==> config.mk <==
export PLATFORM = sky130hd
export DESIGN_NAME = host_bus_port
export DESIGN_NICKNAME = d
export VERILOG_FILES = /design/src/rtl/hbp_pkg.sv /design/src/rtl/ctrl_mem.sv /design/src/rtl/host_bus_port.sv /design/src/rtl/pin_sync2.sv
export SDC_FILE = /design/constraint.sdc
export NUM_CORES = 1
export LEC_CHECK = 0
export BUFFER_PORTS_ARGS = -buffer_cell sky130_fd_sc_hd__buf_2
export CAP_MARGIN = 30
export CELL_PAD_IN_SITES_DETAIL_PLACEMENT = 2
export CELL_PAD_IN_SITES_GLOBAL_PLACEMENT = 2
export CORE_MARGIN = 2
export CORE_UTILIZATION = 45
export CTS_BUF_LIST = sky130_fd_sc_hd__clkbuf_2
export DETAILED_ROUTE_END_ITERATION = 8
export PLACE_DENSITY = 0.78
export SYNTH_ARGS = -nofsm -noshare
export SYNTH_HDL_FRONTEND = slang
export SYNTH_SLANG_ARGS = --single-unit
==> constraint.sdc <==
create_clock -name core_clk_i -period 2.9 [get_ports core_clk_i]
set_input_delay 0.435 -clock core_clk_i [delete_from_list [all_inputs] [get_ports core_clk_i]]
set_output_delay 0.435 -clock core_clk_i [all_outputs]
set_load 0.02 [all_outputs]
==> src/rtl/hbp_pkg.sv <==
package hbp_pkg;

    // Bus style, one-hot
    typedef enum logic [2:0] {
        STYLE_STROBE = 3'b001,
        STYLE_SEP    = 3'b010,
        STYLE_MUX    = 3'b100
    } bus_style_e;

    // Access sequencer, one-hot
    typedef enum logic [2:0] {
        ACC_IDLE  = 3'b001,
        ACC_READ  = 3'b010,
        ACC_WRITE = 3'b100
    } acc_state_e;

    // Strap codes seen on the two low address pins
    localparam logic [1:0] STRAP_STROBE = 2'h3;
    localparam logic [1:0] STRAP_SEP    = 2'h0;

    // Bus widths
    localparam int unsigned DATA_W = 8;
    localparam int unsigned ADDR_W = 4;
    localparam int unsigned SYNC_W = 16;

    // Register offsets, bank select cleared (operational bank)
    localparam logic [3:0] REG_CM_ADDR = 4'h0;
    localparam logic [3:0] REG_CM_DATA = 4'h1;
    localparam logic [3:0] REG_STATUS  = 4'h2;
    // Register offsets, bank select set (initialization bank)
    localparam logic [3:0] REG_SETUP0  = 4'h0;
    localparam int unsigned SETUP_NUM  = 4;
    // Visible in both banks
    localparam logic [3:0] REG_OPMODE  = 4'hf;

    // Field positions and reset values
    localparam int unsigned BANK_BIT_POS  = 0;
    localparam logic [7:0]  OPMODE_RST    = 8'h00;
    localparam logic [7:0]  SETUP_RST     = 8'h00;
    localparam logic [7:0]  CM_ADDR_RST   = 8'h00;
    localparam logic [7:0]  UNMAPPED_READ = 8'h00;

    // Muxed mode: byte address is twice the register index
    localparam int unsigned MUX_IDX_LSB = 1;

    // Control memory geometry
    localparam int unsigned CM_DEPTH = 32;
    localparam int unsigned CM_AW    = 5;

endpackage : hbp_pkg

==> src/rtl/ctrl_mem.sv <==
module ctrl_mem
    import hbp_pkg::*;
(
    // Clock
    input  wire logic              core_clk_i,
    input  wire logic              ce_i,
    // Host port side
    input  wire logic              we_i,
    input  wire logic [CM_AW-1:0]  waddr_i,
    input  wire logic [DATA_W-1:0] wdata_i,
    input  wire logic [CM_AW-1:0]  host_raddr_i,
    output logic      [DATA_W-1:0] host_rdata_o,
    // Switching side
    input  wire logic [CM_AW-1:0]  sw_raddr_i,
    output logic      [DATA_W-1:0] sw_rdata_o
);

    // Contents survive reset; software must initialise them
    logic [DATA_W-1:0] mem_ff [CM_DEPTH];
    logic [DATA_W-1:0] host_q_ff;
    logic [DATA_W-1:0] sw_q_ff;

    always_ff @(posedge core_clk_i) begin
        if (ce_i) begin
            if (we_i) begin
                mem_ff[waddr_i] <= wdata_i;
            end
            host_q_ff <= mem_ff[host_raddr_i];
            sw_q_ff   <= mem_ff[sw_raddr_i];
        end
    end

    assign host_rdata_o = host_q_ff;
    assign sw_rdata_o   = sw_q_ff;

endmodule // ctrl_mem

==> src/rtl/host_bus_port.sv <==
// Summary of operation
// - Interrupt pin is open drain, pulled low while service is requested.
// - High level on the hardware reset pin holds the port in reset.
// - Low two address pins strapped in reset pick the bus style.
// - In multiplexed style address bit 0 pin acts as address latch strobe.
// - Multiplexed style uses even addresses only; data on the low byte lane.
// - Port has 8 data lines, 4 address lines, select, two controls, irq, reset.
// - Non-multiplexed decode uses address lines plus the bank select bit.
// - Bank select 1 maps setup registers; 0 maps operational registers.
// - Operation mode register is reachable in either bank.
// - Host writes pointer B into control memory location A to switch.
// - Address latch is transparent while strobe high, holds on its fall.
// - Strobe style: read/write line high reads, low writes; rising strobe ends.
// - Access only with select low; in separate and muxed styles a low read or write strobe picks direction.
// - Data lines are driven only while returning read data.
module host_bus_port
    import hbp_pkg::*;
(
    // Clock, reset, enable
    input  wire logic              core_clk_i,
    input  wire logic              rstn_i,
    input  wire logic              ce_i,
    // Host pins, inputs
    input  wire logic              hw_reset_in_i,
    input  wire logic              cs_n_i,
    input  wire logic              rd_or_data_strobe_n_i,
    input  wire logic              wr_n_or_rw_i,
    input  wire logic [3:1]        addr_lines_i,
    input  wire logic              addr0_or_latch_pin_i,
    // Host data pins
    input  wire logic [DATA_W-1:0] muxed_bus_lines_i,
    output logic      [DATA_W-1:0] muxed_bus_lines_o,
    output logic                   muxed_bus_lines_oe_o,
    // Interrupt pin
    input  wire logic              irq_req_i,
    output logic                   int_n_o,
    output logic                   int_n_oe_o,
    // Switching side
    input  wire logic [CM_AW-1:0]  sw_slot_i,
    output logic      [DATA_W-1:0] sw_ptr_o,
    // Device configuration
    output logic [SETUP_NUM*DATA_W-1:0] init_cfg_o,
    output logic      [2:0]        bus_style_o
);

    // Synchronised pins
    logic [SYNC_W-1:0] pins_raw;
    logic [SYNC_W-1:0] pins_s;
    logic              hwres_s;
    logic              cs_n_s;
    logic              strb_n_s;
    logic              wr_rw_s;
    logic [3:1]        addr_s;
    logic              a0_s;
    logic [DATA_W-1:0] bus_s;

    assign pins_raw = {hw_reset_in_i, cs_n_i, rd_or_data_strobe_n_i, wr_n_or_rw_i,
                       addr_lines_i, addr0_or_latch_pin_i, muxed_bus_lines_i};

    pin_sync2 #(
        .WIDTH (SYNC_W)
    ) u_sync (
        .core_clk_i (core_clk_i),
        .ce_i       (ce_i),
        .async_i    (pins_raw),
        .sync_o     (pins_s)
    );

    assign {hwres_s, cs_n_s, strb_n_s, wr_rw_s, addr_s, a0_s, bus_s} = pins_s;

    // Reset state is held by either reset
    logic in_reset;
    assign in_reset = !rstn_i || hwres_s;

    // State
    bus_style_e         style_ff,   nxt_style;
    acc_state_e         acc_ff,     nxt_acc;
    logic [DATA_W-1:0]  latch_ff,   nxt_latch;
    logic [ADDR_W-1:0]  cap_addr_ff, nxt_cap_addr;
    logic [DATA_W-1:0]  cap_data_ff, nxt_cap_data;
    logic [DATA_W-1:0]  opmode_ff,  nxt_opmode;
    logic [DATA_W-1:0]  cm_addr_ff, nxt_cm_addr;
    logic [DATA_W-1:0]  setup_ff   [SETUP_NUM];
    logic [DATA_W-1:0]  nxt_setup  [SETUP_NUM];
    logic [DATA_W-1:0]  rdata_ff,   nxt_rdata;
    logic               doe_ff,     nxt_doe;
    logic               irq_ff,     nxt_irq;

    // Decoded access terms
    logic              selected;
    logic              rd_act;
    logic              wr_act;
    logic [ADDR_W-1:0] eff_addr;
    logic              bank;
    logic              reg_we;
    logic              cm_we;
    logic [DATA_W-1:0] cm_host_q;
    logic [DATA_W-1:0] sw_q;
    logic [DATA_W-1:0] rd_mux;

    assign bank = opmode_ff[BANK_BIT_POS];

    always_comb begin
        selected = !cs_n_s;
        rd_act   = 1'b0;
        wr_act   = 1'b0;
        unique case (style_ff)
            STYLE_STROBE: begin
                rd_act = selected && !strb_n_s && wr_rw_s;
                wr_act = selected && !strb_n_s && !wr_rw_s;
            end
            STYLE_SEP, STYLE_MUX: begin
                rd_act = selected && !strb_n_s;
                wr_act = selected && !wr_rw_s;
            end
            default: begin
                rd_act = 1'b0;
                wr_act = 1'b0;
            end
        endcase
        // Muxed index drops the always-zero byte-lane bit
        if (style_ff == STYLE_MUX) begin
            eff_addr = latch_ff[MUX_IDX_LSB +: ADDR_W];
        end else begin
            eff_addr = {addr_s, a0_s};
        end
    end

    // Strap, latch and access sequencer
    always_comb begin
        nxt_style    = style_ff;
        nxt_latch    = latch_ff;
        nxt_acc      = acc_ff;
        nxt_cap_addr = cap_addr_ff;
        nxt_cap_data = cap_data_ff;
        reg_we       = 1'b0;
        if (in_reset) begin
            // Straps tracked throughout reset, frozen on release
            if ({addr_s[1], a0_s} == STRAP_STROBE) begin
                nxt_style = STYLE_STROBE;
            end else if ({addr_s[1], a0_s} == STRAP_SEP) begin
                nxt_style = STYLE_SEP;
            end else begin
                nxt_style = STYLE_MUX;
            end
            nxt_acc = ACC_IDLE;
        end else begin
            // Pin 0 is the latch strobe in muxed style
            if (style_ff == STYLE_MUX && a0_s) begin
                nxt_latch = bus_s;
            end
            unique case (acc_ff)
                ACC_IDLE: begin
                    if (rd_act) begin
                        nxt_acc = ACC_READ;
                    end else if (wr_act) begin
                        nxt_acc = ACC_WRITE;
                    end
                    nxt_cap_addr = eff_addr;
                    nxt_cap_data = bus_s;
                end
                ACC_READ: begin
                    if (!rd_act) begin
                        nxt_acc = ACC_IDLE;
                    end
                end
                ACC_WRITE: begin
                    // Data taken until strobe release; commit on release
                    if (wr_act) begin
                        nxt_cap_addr = eff_addr;
                        nxt_cap_data = bus_s;
                    end else begin
                        nxt_acc = ACC_IDLE;
                        reg_we  = 1'b1;
                    end
                end
                default: begin
                    nxt_acc = ACC_IDLE;
                end
            endcase
        end
    end

    always_ff @(posedge core_clk_i) begin
        if (ce_i) begin
            style_ff    <= nxt_style;
            latch_ff    <= nxt_latch;
            acc_ff      <= nxt_acc;
            cap_addr_ff <= nxt_cap_addr;
            cap_data_ff <= nxt_cap_data;
        end
    end

    // Register file
    always_comb begin
        nxt_opmode  = opmode_ff;
        nxt_cm_addr = cm_addr_ff;
        cm_we       = 1'b0;
        for (int i = 0; i < SETUP_NUM; i++) begin
            nxt_setup[i] = setup_ff[i];
        end
        if (in_reset) begin
            nxt_opmode  = OPMODE_RST;
            nxt_cm_addr = CM_ADDR_RST;
            for (int i = 0; i < SETUP_NUM; i++) begin
                nxt_setup[i] = SETUP_RST;
            end
        end else if (reg_we) begin
            if (cap_addr_ff == REG_OPMODE) begin
                nxt_opmode = cap_data_ff;
            end else if (bank) begin
                for (int i = 0; i < SETUP_NUM; i++) begin
                    if (cap_addr_ff == REG_SETUP0 + ADDR_W'(i)) begin
                        nxt_setup[i] = cap_data_ff;
                    end
                end
            end else if (cap_addr_ff == REG_CM_ADDR) begin
                nxt_cm_addr = cap_data_ff;
            end else if (cap_addr_ff == REG_CM_DATA) begin
                cm_we = 1'b1;
            end
        end
    end

    always_ff @(posedge core_clk_i) begin
        if (ce_i) begin
            opmode_ff  <= nxt_opmode;
            cm_addr_ff <= nxt_cm_addr;
            for (int i = 0; i < SETUP_NUM; i++) begin
                setup_ff[i] <= nxt_setup[i];
            end
        end
    end

    // Pointer at location A; switching side reads it per slot
    ctrl_mem u_cm (
        .core_clk_i   (core_clk_i),
        .ce_i         (ce_i),
        .we_i         (cm_we),
        .waddr_i      (cm_addr_ff[CM_AW-1:0]),
        .wdata_i      (cap_data_ff),
        .host_raddr_i (cm_addr_ff[CM_AW-1:0]),
        .host_rdata_o (cm_host_q),
        .sw_raddr_i   (sw_slot_i),
        .sw_rdata_o   (sw_q)
    );

    // Read path and pin drivers
    always_comb begin
        rd_mux = UNMAPPED_READ;
        if (cap_addr_ff == REG_OPMODE) begin
            rd_mux = opmode_ff;
        end else if (bank) begin
            for (int i = 0; i < SETUP_NUM; i++) begin
                if (cap_addr_ff == REG_SETUP0 + ADDR_W'(i)) begin
                    rd_mux = setup_ff[i];
                end
            end
        end else if (cap_addr_ff == REG_CM_ADDR) begin
            rd_mux = cm_addr_ff;
        end else if (cap_addr_ff == REG_CM_DATA) begin
            rd_mux = cm_host_q;
        end else if (cap_addr_ff == REG_STATUS) begin
            rd_mux = {5'h00, style_ff};
        end
        nxt_rdata = rdata_ff;
        nxt_doe   = 1'b0;
        nxt_irq   = 1'b0;
        if (!in_reset) begin
            if (acc_ff == ACC_READ && rd_act) begin
                nxt_rdata = rd_mux;
                nxt_doe   = 1'b1;
            end
            nxt_irq = irq_req_i;
        end
    end

    always_ff @(posedge core_clk_i) begin
        if (ce_i) begin
            rdata_ff <= nxt_rdata;
            doe_ff   <= nxt_doe;
            irq_ff   <= nxt_irq;
            sw_ptr_o <= sw_q;
        end
    end

    // Open drain: level is always low, only the enable moves
    assign int_n_o              = 1'b0;
    assign int_n_oe_o           = irq_ff;
    assign muxed_bus_lines_o    = rdata_ff;
    assign muxed_bus_lines_oe_o = doe_ff;
    assign bus_style_o          = style_ff;
    always_comb begin
        for (int i = 0; i < SETUP_NUM; i++) begin
            init_cfg_o[i*DATA_W +: DATA_W] = setup_ff[i];
        end
    end

    AST_INT_FOLLOWS: assert property (@(posedge core_clk_i) disable iff (in_reset || !ce_i)
        irq_req_i ##1 ce_i |-> int_n_oe_o && !int_n_o)
        else $error("Interrupt request not driven low on pin");

    AST_HW_RESET: assert property (@(posedge core_clk_i) disable iff (!rstn_i || !ce_i)
        hwres_s |=> opmode_ff == OPMODE_RST && !muxed_bus_lines_oe_o && acc_ff == ACC_IDLE)
        else $error("Hardware reset did not force reset state");

    AST_STRAP_SEP: assert property (@(posedge core_clk_i) disable iff (!ce_i)
        in_reset && addr_s[1] == 1'b0 && a0_s == 1'b0 |=> style_ff == STYLE_SEP)
        else $error("Strap 00 did not select separate-strobe style");

    AST_STYLE_HOLD: assert property (@(posedge core_clk_i) disable iff (in_reset || !ce_i)
        !$past(in_reset) |-> $stable(style_ff))
        else $error("Bus style changed outside reset");

    AST_LATCH_HOLD: assert property (@(posedge core_clk_i) disable iff (in_reset || !ce_i)
        style_ff == STYLE_MUX && !a0_s ##1 !a0_s |-> $stable(latch_ff))
        else $error("Address latch moved while strobe low");

    AST_OPMODE_ANY_BANK: assert property (@(posedge core_clk_i) disable iff (in_reset || !ce_i)
        reg_we && cap_addr_ff == REG_OPMODE |=> opmode_ff == $past(cap_data_ff))
        else $error("Operation mode register write lost");

    AST_CS_IGNORE: assert property (@(posedge core_clk_i) disable iff (in_reset || !ce_i)
        cs_n_s [*2] |-> !reg_we && acc_ff == ACC_IDLE)
        else $error("Access taken while chip select high");

    AST_DRIVE_READ_ONLY: assert property (@(posedge core_clk_i) disable iff (in_reset || !ce_i)
        muxed_bus_lines_oe_o |-> $past(acc_ff == ACC_READ && rd_act && !cs_n_s))
        else $error("Data lines driven outside a read");

    AST_CM_BANK: assert property (@(posedge core_clk_i) disable iff (in_reset || !ce_i)
        cm_we |-> !bank && reg_we && cap_addr_ff == REG_CM_DATA)
        else $error("Control memory written from wrong bank");

endmodule // host_bus_port

==> src/rtl/pin_sync2.sv <==
module pin_sync2 #(
    parameter int unsigned WIDTH = 1
) (
    // Clock
    input  wire logic             core_clk_i,
    input  wire logic             ce_i,
    // Data
    input  wire logic [WIDTH-1:0] async_i,
    output logic      [WIDTH-1:0] sync_o
);

    logic [WIDTH-1:0] meta_ff;
    logic [WIDTH-1:0] sync_ff;

    // First stage feeds only the second stage
    always_ff @(posedge core_clk_i) begin
        if (ce_i) begin
            meta_ff <= async_i;
            sync_ff <= meta_ff;
        end
    end

    assign sync_o = sync_ff;

endmodule // pin_sync2

# Yosys cells after proc, flatten, opt, wreduce, memory -nomap -nowiden

Memory sizes are Yosys's and may differ from the RTL's. A register that Yosys moved wholly into a read port is not among the register bits.
Cells that the tools add are included.
Widths: inputs -> output; s select.

Eq/ne operators: 17
Mux-type cells: 51
Bitwise gates (word level): 1
Reduce and logical (&&, ||, !) cells: 25

Operators by type and width:

| operator           | number |
|---|---|
| $mux 8             | 19 |
| $mux 32            | 4 |
| $mux 3             | 6 |
| $pmux 8 s2         | 1 |
| $mux 1             | 15 |
| $pmux 3 s3         | 1 |
| $reduce_and 3->1   | 3 |
| $eq 4x2->1 const B | 2 |
| $mux 4             | 2 |
| $pmux 4 s2         | 1 |
| $reduce_and 4->1   | 2 |
| $reduce_bool 2->1  | 4 |
| $eq 3x1->1 const B | 2 |
| $eq 3x2->1 const B | 2 |
| $eq 3x3->1 const B | 2 |
| $logic_and 1x1->1  | 6 |
| $ne 2x2->1 const B | 3 |
| $ne 3x3->1 const B | 2 |
| $reduce_and 5->1   | 1 |
| $eq 4x1->1 const B | 1 |
| $eq 4x4->1 const B | 1 |
| $logic_not 1->1    | 4 |
| $logic_not 4->1    | 1 |
| $ne 4x4->1 const B | 1 |
| 7 further kinds    | 8 |

Bits in registers: 89
RAM bits: 288
Bits of input ports: 25
Logic and storage cells: 109
Memories: 2

Memory list:

| memory      | depth | bits a word | read ports | clocked after memory_dff | write ports | line                | RTL |
|---|---|---|---|---|---|---|---|
| u_cm.mem_ff | 32    | 8           | 2          | 2                        | 1           | ctrl_mem.sv:19      | `logic [DATA_W-1:0] mem_ff [CM_DEPTH];` |
| setup_ff    | 4     | 8           | 4          | 0                        | 4           | host_bus_port.sv:83 | `logic [DATA_W-1:0] setup_ff [SETUP_NUM];` |

# Longest topological paths before layout

Depth in word-level cells: 12
Depth in mapped cells: 6
Depth with buffers taken out: 4

# Hierarchy

From an unflattened synthesis, not the netlist that was laid out.

Cell total of the unflattened synthesis: 782
Area, all modules: 16938.7 sq um

Modules (own cells, without submodules):

| module        | instances | cells an instance | area an instance (sq um) | seq. area each (sq um) |
|---|---|---|---|---|
| ctrl_mem      | 1         | 533               | 12373.1                  | 8167.8 |
| host_bus_port | 1         | 217               | 3604.7                   | 2642.5 |
| pin_sync2     | 1         | 32                | 960.9                    | 960.9 |

# Worst setup path before layout

Ideal clock, no wire load.

Kind: flip-flop to flip-flop
Start: register style_ff[1], in the netlist bus_style_o[1]
End: register cap_addr_ff[0] (enable)
Setup time: 400 ps
Arrival time: 2478 ps
Required time: 2500 ps
Setup slack: 21 ps
Cell stages (with the launch flop): 6
Buffers on the path: 1
Clock period less this slack: 2879 ps
Path through: edfxtp_1 > nor3b_2 > o31a_1 > clkbuf_1 > nand3b_1 > a211oi_1

Longest elaborated chain between the ends: 5
Elaborated cells between the ends (all ways): 7

Ends and longest elaborated chain:

| item                                     | line                 | RTL |
|---|---|---|
| start, declared                          | host_bus_port.sv:76  | `bus_style_e style_ff, nxt_style;` |
| start signal, assigned                   | host_bus_port.sv:186 | `style_ff <= nxt_style;` |
| $eq 3x3->1 or $eq 3x2->1 (tied branches) | host_bus_port.sv:107 | `unique case (style_ff)` |
| $reduce_or 2->1                          | host_bus_port.sv:107 |  |
| $pmux 1 s2 (*)                           | host_bus_port.sv:107 |  |
| $ne 2x2->1 (no line) (*)                 | -                    |  |
| $reduce_and 4->1 (no line) (*)           | -                    |  |
| end signal, assigned                     | host_bus_port.sv:189 | `cap_addr_ff <= nxt_cap_addr;` |
| end, declared                            | host_bus_port.sv:79  | `logic [ADDR_W-1:0] cap_addr_ff, nxt_cap_addr;` |

Every way passes the cells marked *; elsewhere a longest branch is shown, timed or not.
A chain may end at the register's enable or synchronous reset.

# Worst setup path after layout

Start: register acc_ff[0]
End: memory u_cm.mem_ff[30][7] (enable)

Longest elaborated chain between the ends: 8

Ends and longest elaborated chain:

| item                         | line                 | RTL |
|---|---|---|
| start, declared              | host_bus_port.sv:77  | `acc_state_e acc_ff, nxt_acc;` |
| start signal, assigned       | host_bus_port.sv:188 | `acc_ff <= nxt_acc;` |
| $eq 3x3->1                   | host_bus_port.sv:152 | `unique case (acc_ff)` |
| $mux 1                       | host_bus_port.sv:152 |  |
| $mux 1                       | host_bus_port.sv:137 | `if (in_reset) begin` |
| $mux 1                       | host_bus_port.sv:208 | `end else if (reg_we) begin` |
| $mux 1                       | host_bus_port.sv:202 | `if (in_reset) begin` |
| $mux 1                       | ctrl_mem.sv:25       | `if (we_i) begin` |
| $mux 1                       | ctrl_mem.sv:24       | `if (ce_i) begin` |
| $mux 1 (implied by the code) | ctrl_mem.sv:26       | `mem_ff[waddr_i] <= wdata_i;` |
| end, declared                | ctrl_mem.sv:19       |  |

Every way passes these cells.

==> impl_metrics.env <==
export IMPL_setup_tns_ns=0
export IMPL_synth_top_family_by_area="multiplexers"
export IMPL_clock_sinks=392
export IMPL_start_util=0.4586
export IMPL_hpwl_um=35890
export IMPL_reg2reg_from="acc_ff[0]"
export IMPL_skew_ns=0.08682
export IMPL_ir_drop_uv=254.5
export IMPL_fmax_ghz=0.3472
export IMPL_drv_cap=0
export IMPL_final_common_cell="edfxtp_1"
export IMPL_cts_setup_buffers=0
export IMPL_leakage_nw=6.550
export IMPL_syn_num_nets=833
export IMPL_dr_pass1_iters=7
export IMPL_cp_required_ns=3.62
export IMPL_port_buffers=77
export IMPL_status="complete, no violations"
export IMPL_grt_pass1_wl_um=81040
export IMPL_io_pins=79
export IMPL_maxSlewHeadroom=0.2857
export IMPL_cts_root_buf="clkbuf_2"
export IMPL_p_switching_mw=2.957
export IMPL_hold_path_class="in2reg"
export IMPL_hold_path_startpoint="addr0_or_latch_pin_i"
export IMPL_tritoncts="yes"
export IMPL_muxShareOfSynthArea=0.2154
export IMPL_drc=0
export IMPL_setup_violations=0
export IMPL_wl_per_cell_um=36.12
export IMPL_syn_to_final_growth_pct=16.78
export IMPL_syn_cell_area_mm2=0.01683
export IMPL_syn_avg_cell_area_um2=20.83
export IMPL_power_per_cell_area_mw_per_mm2=564.1
export IMPL_drv_slew=0
export IMPL_crit_fanout=32
export IMPL_cp_startpoint="acc_ff[0]"
export IMPL_p_sw_frac=0.2667
export IMPL_wl_um=56820
export IMPL_arrival_ns=3.60
export IMPL_synth_compound_area_frac=0.02475
export IMPL_finalPower_mw=11.09
export IMPL_num_vias=10410
export IMPL_final_nets=1062
export IMPL_min_period_over_period=0.9931
export IMPL_die_w_um=197.4
export IMPL_clkTransAtPathRegs_ns=0.13
export IMPL_cts_buffer_depth=3
export IMPL_crit_type="reg2reg"
export IMPL_end_kind="flip-flop"
export IMPL_htree_levels=3
export IMPL_die_height_um=197.4
export IMPL_grt_ovfl_total=0
export IMPL_antenna_found_initial=1
export IMPL_cts_inserted_buffers=98
export IMPL_ys_ff_latch=392
export IMPL_die_area_mm2=0.03896
export IMPL_core_area_mm2=0.03670
export IMPL_clkLatencyLatePin_ns=1.07
export IMPL_p_int_mw=8.129
export IMPL_grt_max_degree=65
export IMPL_synth_warnings=0
export IMPL_viasPerCell=6.615
export IMPL_synth_xor_area_share=0.0005204
export IMPL_grtUsageTotal=0.2986
export IMPL_syn_inst=808
export IMPL_final_cell_mix="edfxtp_1, mux4_2, clkbuf_2"
export IMPL_synth_cell_types=43
export IMPL_startpoint_type="flip-flop"
export IMPL_gp_congestion=0.8276
export IMPL_ys_seq_area_frac=0.6994
export IMPL_worst_pin_slew_ns=1.057
export IMPL_hold_viol_final=0
export IMPL_fp_row_count=70
export IMPL_synth_fa_ha_area_frac=0
export IMPL_p_clk_frac=0.347
export IMPL_synthSimpleGateAreaFrac=0.04356
export IMPL_combPwrFrac=0.077
export IMPL_drive_gt1_frac=0.4678
export IMPL_drt_iter0_markers=1123
export IMPL_drtAntennaViolNets=0
export IMPL_pwr_share_seq=0.577
export IMPL_post_route_min_period_ns=2.880
export IMPL_first_global_vias=11260
==> worst max-delay path, stage by stage, from the launching register on <==
cell and delay [ns]:
edfxtp_1 0.48, nor3b_1 0.69, nand4_1 0.25, buf_4 0.35, nor4_2 0.46, buf_4 0.27
==> cell usage after synthesis <==
library cell | instances | area (um^2)
a211o_1 | 2 | 17.52
a211oi_1 | 1 | 7.510
a21boi_0 | 1 | 7.510
a22o_1 | 1 | 8.760
a22oi_1 | 32 | 240.2
a32o_1 | 2 | 20.02
and2_1 | 11 | 68.82
and3_1 | 2 | 12.51
and3b_1 | 2 | 17.52
and4_1 | 1 | 8.760
buf_1 | 20 | 75.07
buf_2 | 7 | 35.03
buf_4 | 7 | 52.55
buf_6 | 1 | 11.26
clkbuf_1 | 24 | 90.09
conb_1 | 1 | 3.750
edfxtp_1 | 392 | 11770
inv_1 | 2 | 7.510
mux2_2 | 12 | 135.1
mux2i_1 | 9 | 90.09
mux4_2 | 151 | 3401
nand2_1 | 22 | 82.58
nand2b_1 | 8 | 50.05
nand3_1 | 5 | 25.02
nand3b_1 | 2 | 15.01
nand4_1 | 10 | 62.56
nand4b_1 | 1 | 8.760
nor2_1 | 11 | 41.29
nor2b_1 | 2 | 12.51
nor3_1 | 3 | 15.01
nor3b_1 | 5 | 37.54
nor3b_2 | 1 | 12.51
nor4_1 | 34 | 212.7
nor4b_1 | 2 | 17.52
nor4bb_1 | 1 | 10.01
o211ai_1 | 5 | 37.54
o21ai_0 | 4 | 20.02
o2bb2ai_1 | 2 | 17.52
o31a_1 | 2 | 17.52
o31ai_1 | 3 | 22.52
or2_2 | 2 | 12.51
or4b_2 | 1 | 10.01
xor2_1 | 1 | 8.760
==> state kept, by name, summed over array words and instances, names as in the netlist, 3 cells and up <==
| signal | cells |
|---|---|
| u_sync.sync_o | 16 |
| u_cm.mem_ff | 256 |
| cm_addr_ff | 8 |
| sw_ptr_o | 8 |
| acc_ff | 3 |
| u_cm.sw_rdata_o | 8 |
| u_sync.meta_ff | 16 |
| muxed_bus_lines_o | 8 |
| cap_data_ff | 8 |
| latch_ff | 4 |
| cap_addr_ff | 4 |
| u_cm.host_rdata_o | 8 |
| opmode_ff | 8 |
| setup_ff | 32 |
| bus_style_o | 3 |
==> final timing paths <==
| kind | endpoint | slack [ns] | cells past startpoint |
|---|---|---|---|
| min reg2reg | u_sync.sync_o[12] | 0.39 | 0 |
| min | u_sync.meta_ff[8] | 0.11 | 2 |
| max | u_cm.mem_ff[30][7] | 0.02 | 5 |
| max reg2reg | u_cm.mem_ff[30][7] | 0.02 | 5 |
==> metrics by stage <==
step | hold WS, ns | instances | area, um^2 | setup WS, ns | utilization
global route | 0.04306 | 1572 | 19650 | -0.03977 | 0.5355
finish | 0.1142 | 1573 | 19660 | 0.01990 | 0.5356
detailed placement | 0.4081 | 1384 | 18560 | 0.1407 | 0.5059
floorplan | 0.4003 | 808 | 16830 | 0.02128 | -
CTS | 0.01883 | 1570 | 19620 | 0.09527 | 0.5347
global placement | 0.4029 | 1381 | 18480 | 0.3982 | 0.5036
==> routing by layer <==
layer	GRT usage	up-vias	wire length, um
met4	0.1178	0	2069
met5	0	-	0
met3	0.06659	138	4710
li1	-	4018	-
met1	0.3859	5582	21270
met2	0.4954	668	28760
==> final cells by class <==
cell class                 instances  area, um^2
multi-input combinational        355        4990
inverter                           2       7.507
antenna                            2       5.005
timing repair buffer             188        1439
tap                              468       585.6
fill                            3118       17040
clock inverter                    27       161.4
clock buffer                     139       695.7
sequential                       392       11770
==> power groups by stage <==
stage               clock network [mW]  logic, mW  registers (mW)
CTS                               3.92      0.845            6.39
floorplan                            0      0.441            6.53
detailed placement                   0      0.804            6.52
finish                            3.84      0.849            6.39
global placement                     0      0.758            6.51
global route                      4.14      0.883            6.40
==> logic make-up (layout without fill, tap and decap cells) <==
group / Yosys count / in the layout
AO/OA/AOI/OAI: 55 / 55
flip-flops: 392 / 392
other: 1 / 3
XOR/XNOR: 1 / 1
multiplexers: 172 / 172
buffers and inverters: 61 / 356
AND/OR/NAND/NOR: 126 / 126
==> repair_timing <==
action,4_1_cts,5_1_grt
gates resized for setup,0,1
hold buffers,20,0
endpoints found under the hold margin,32,0
setup endpoints to repair,0,8
Power figures use the tool's default switching activity.
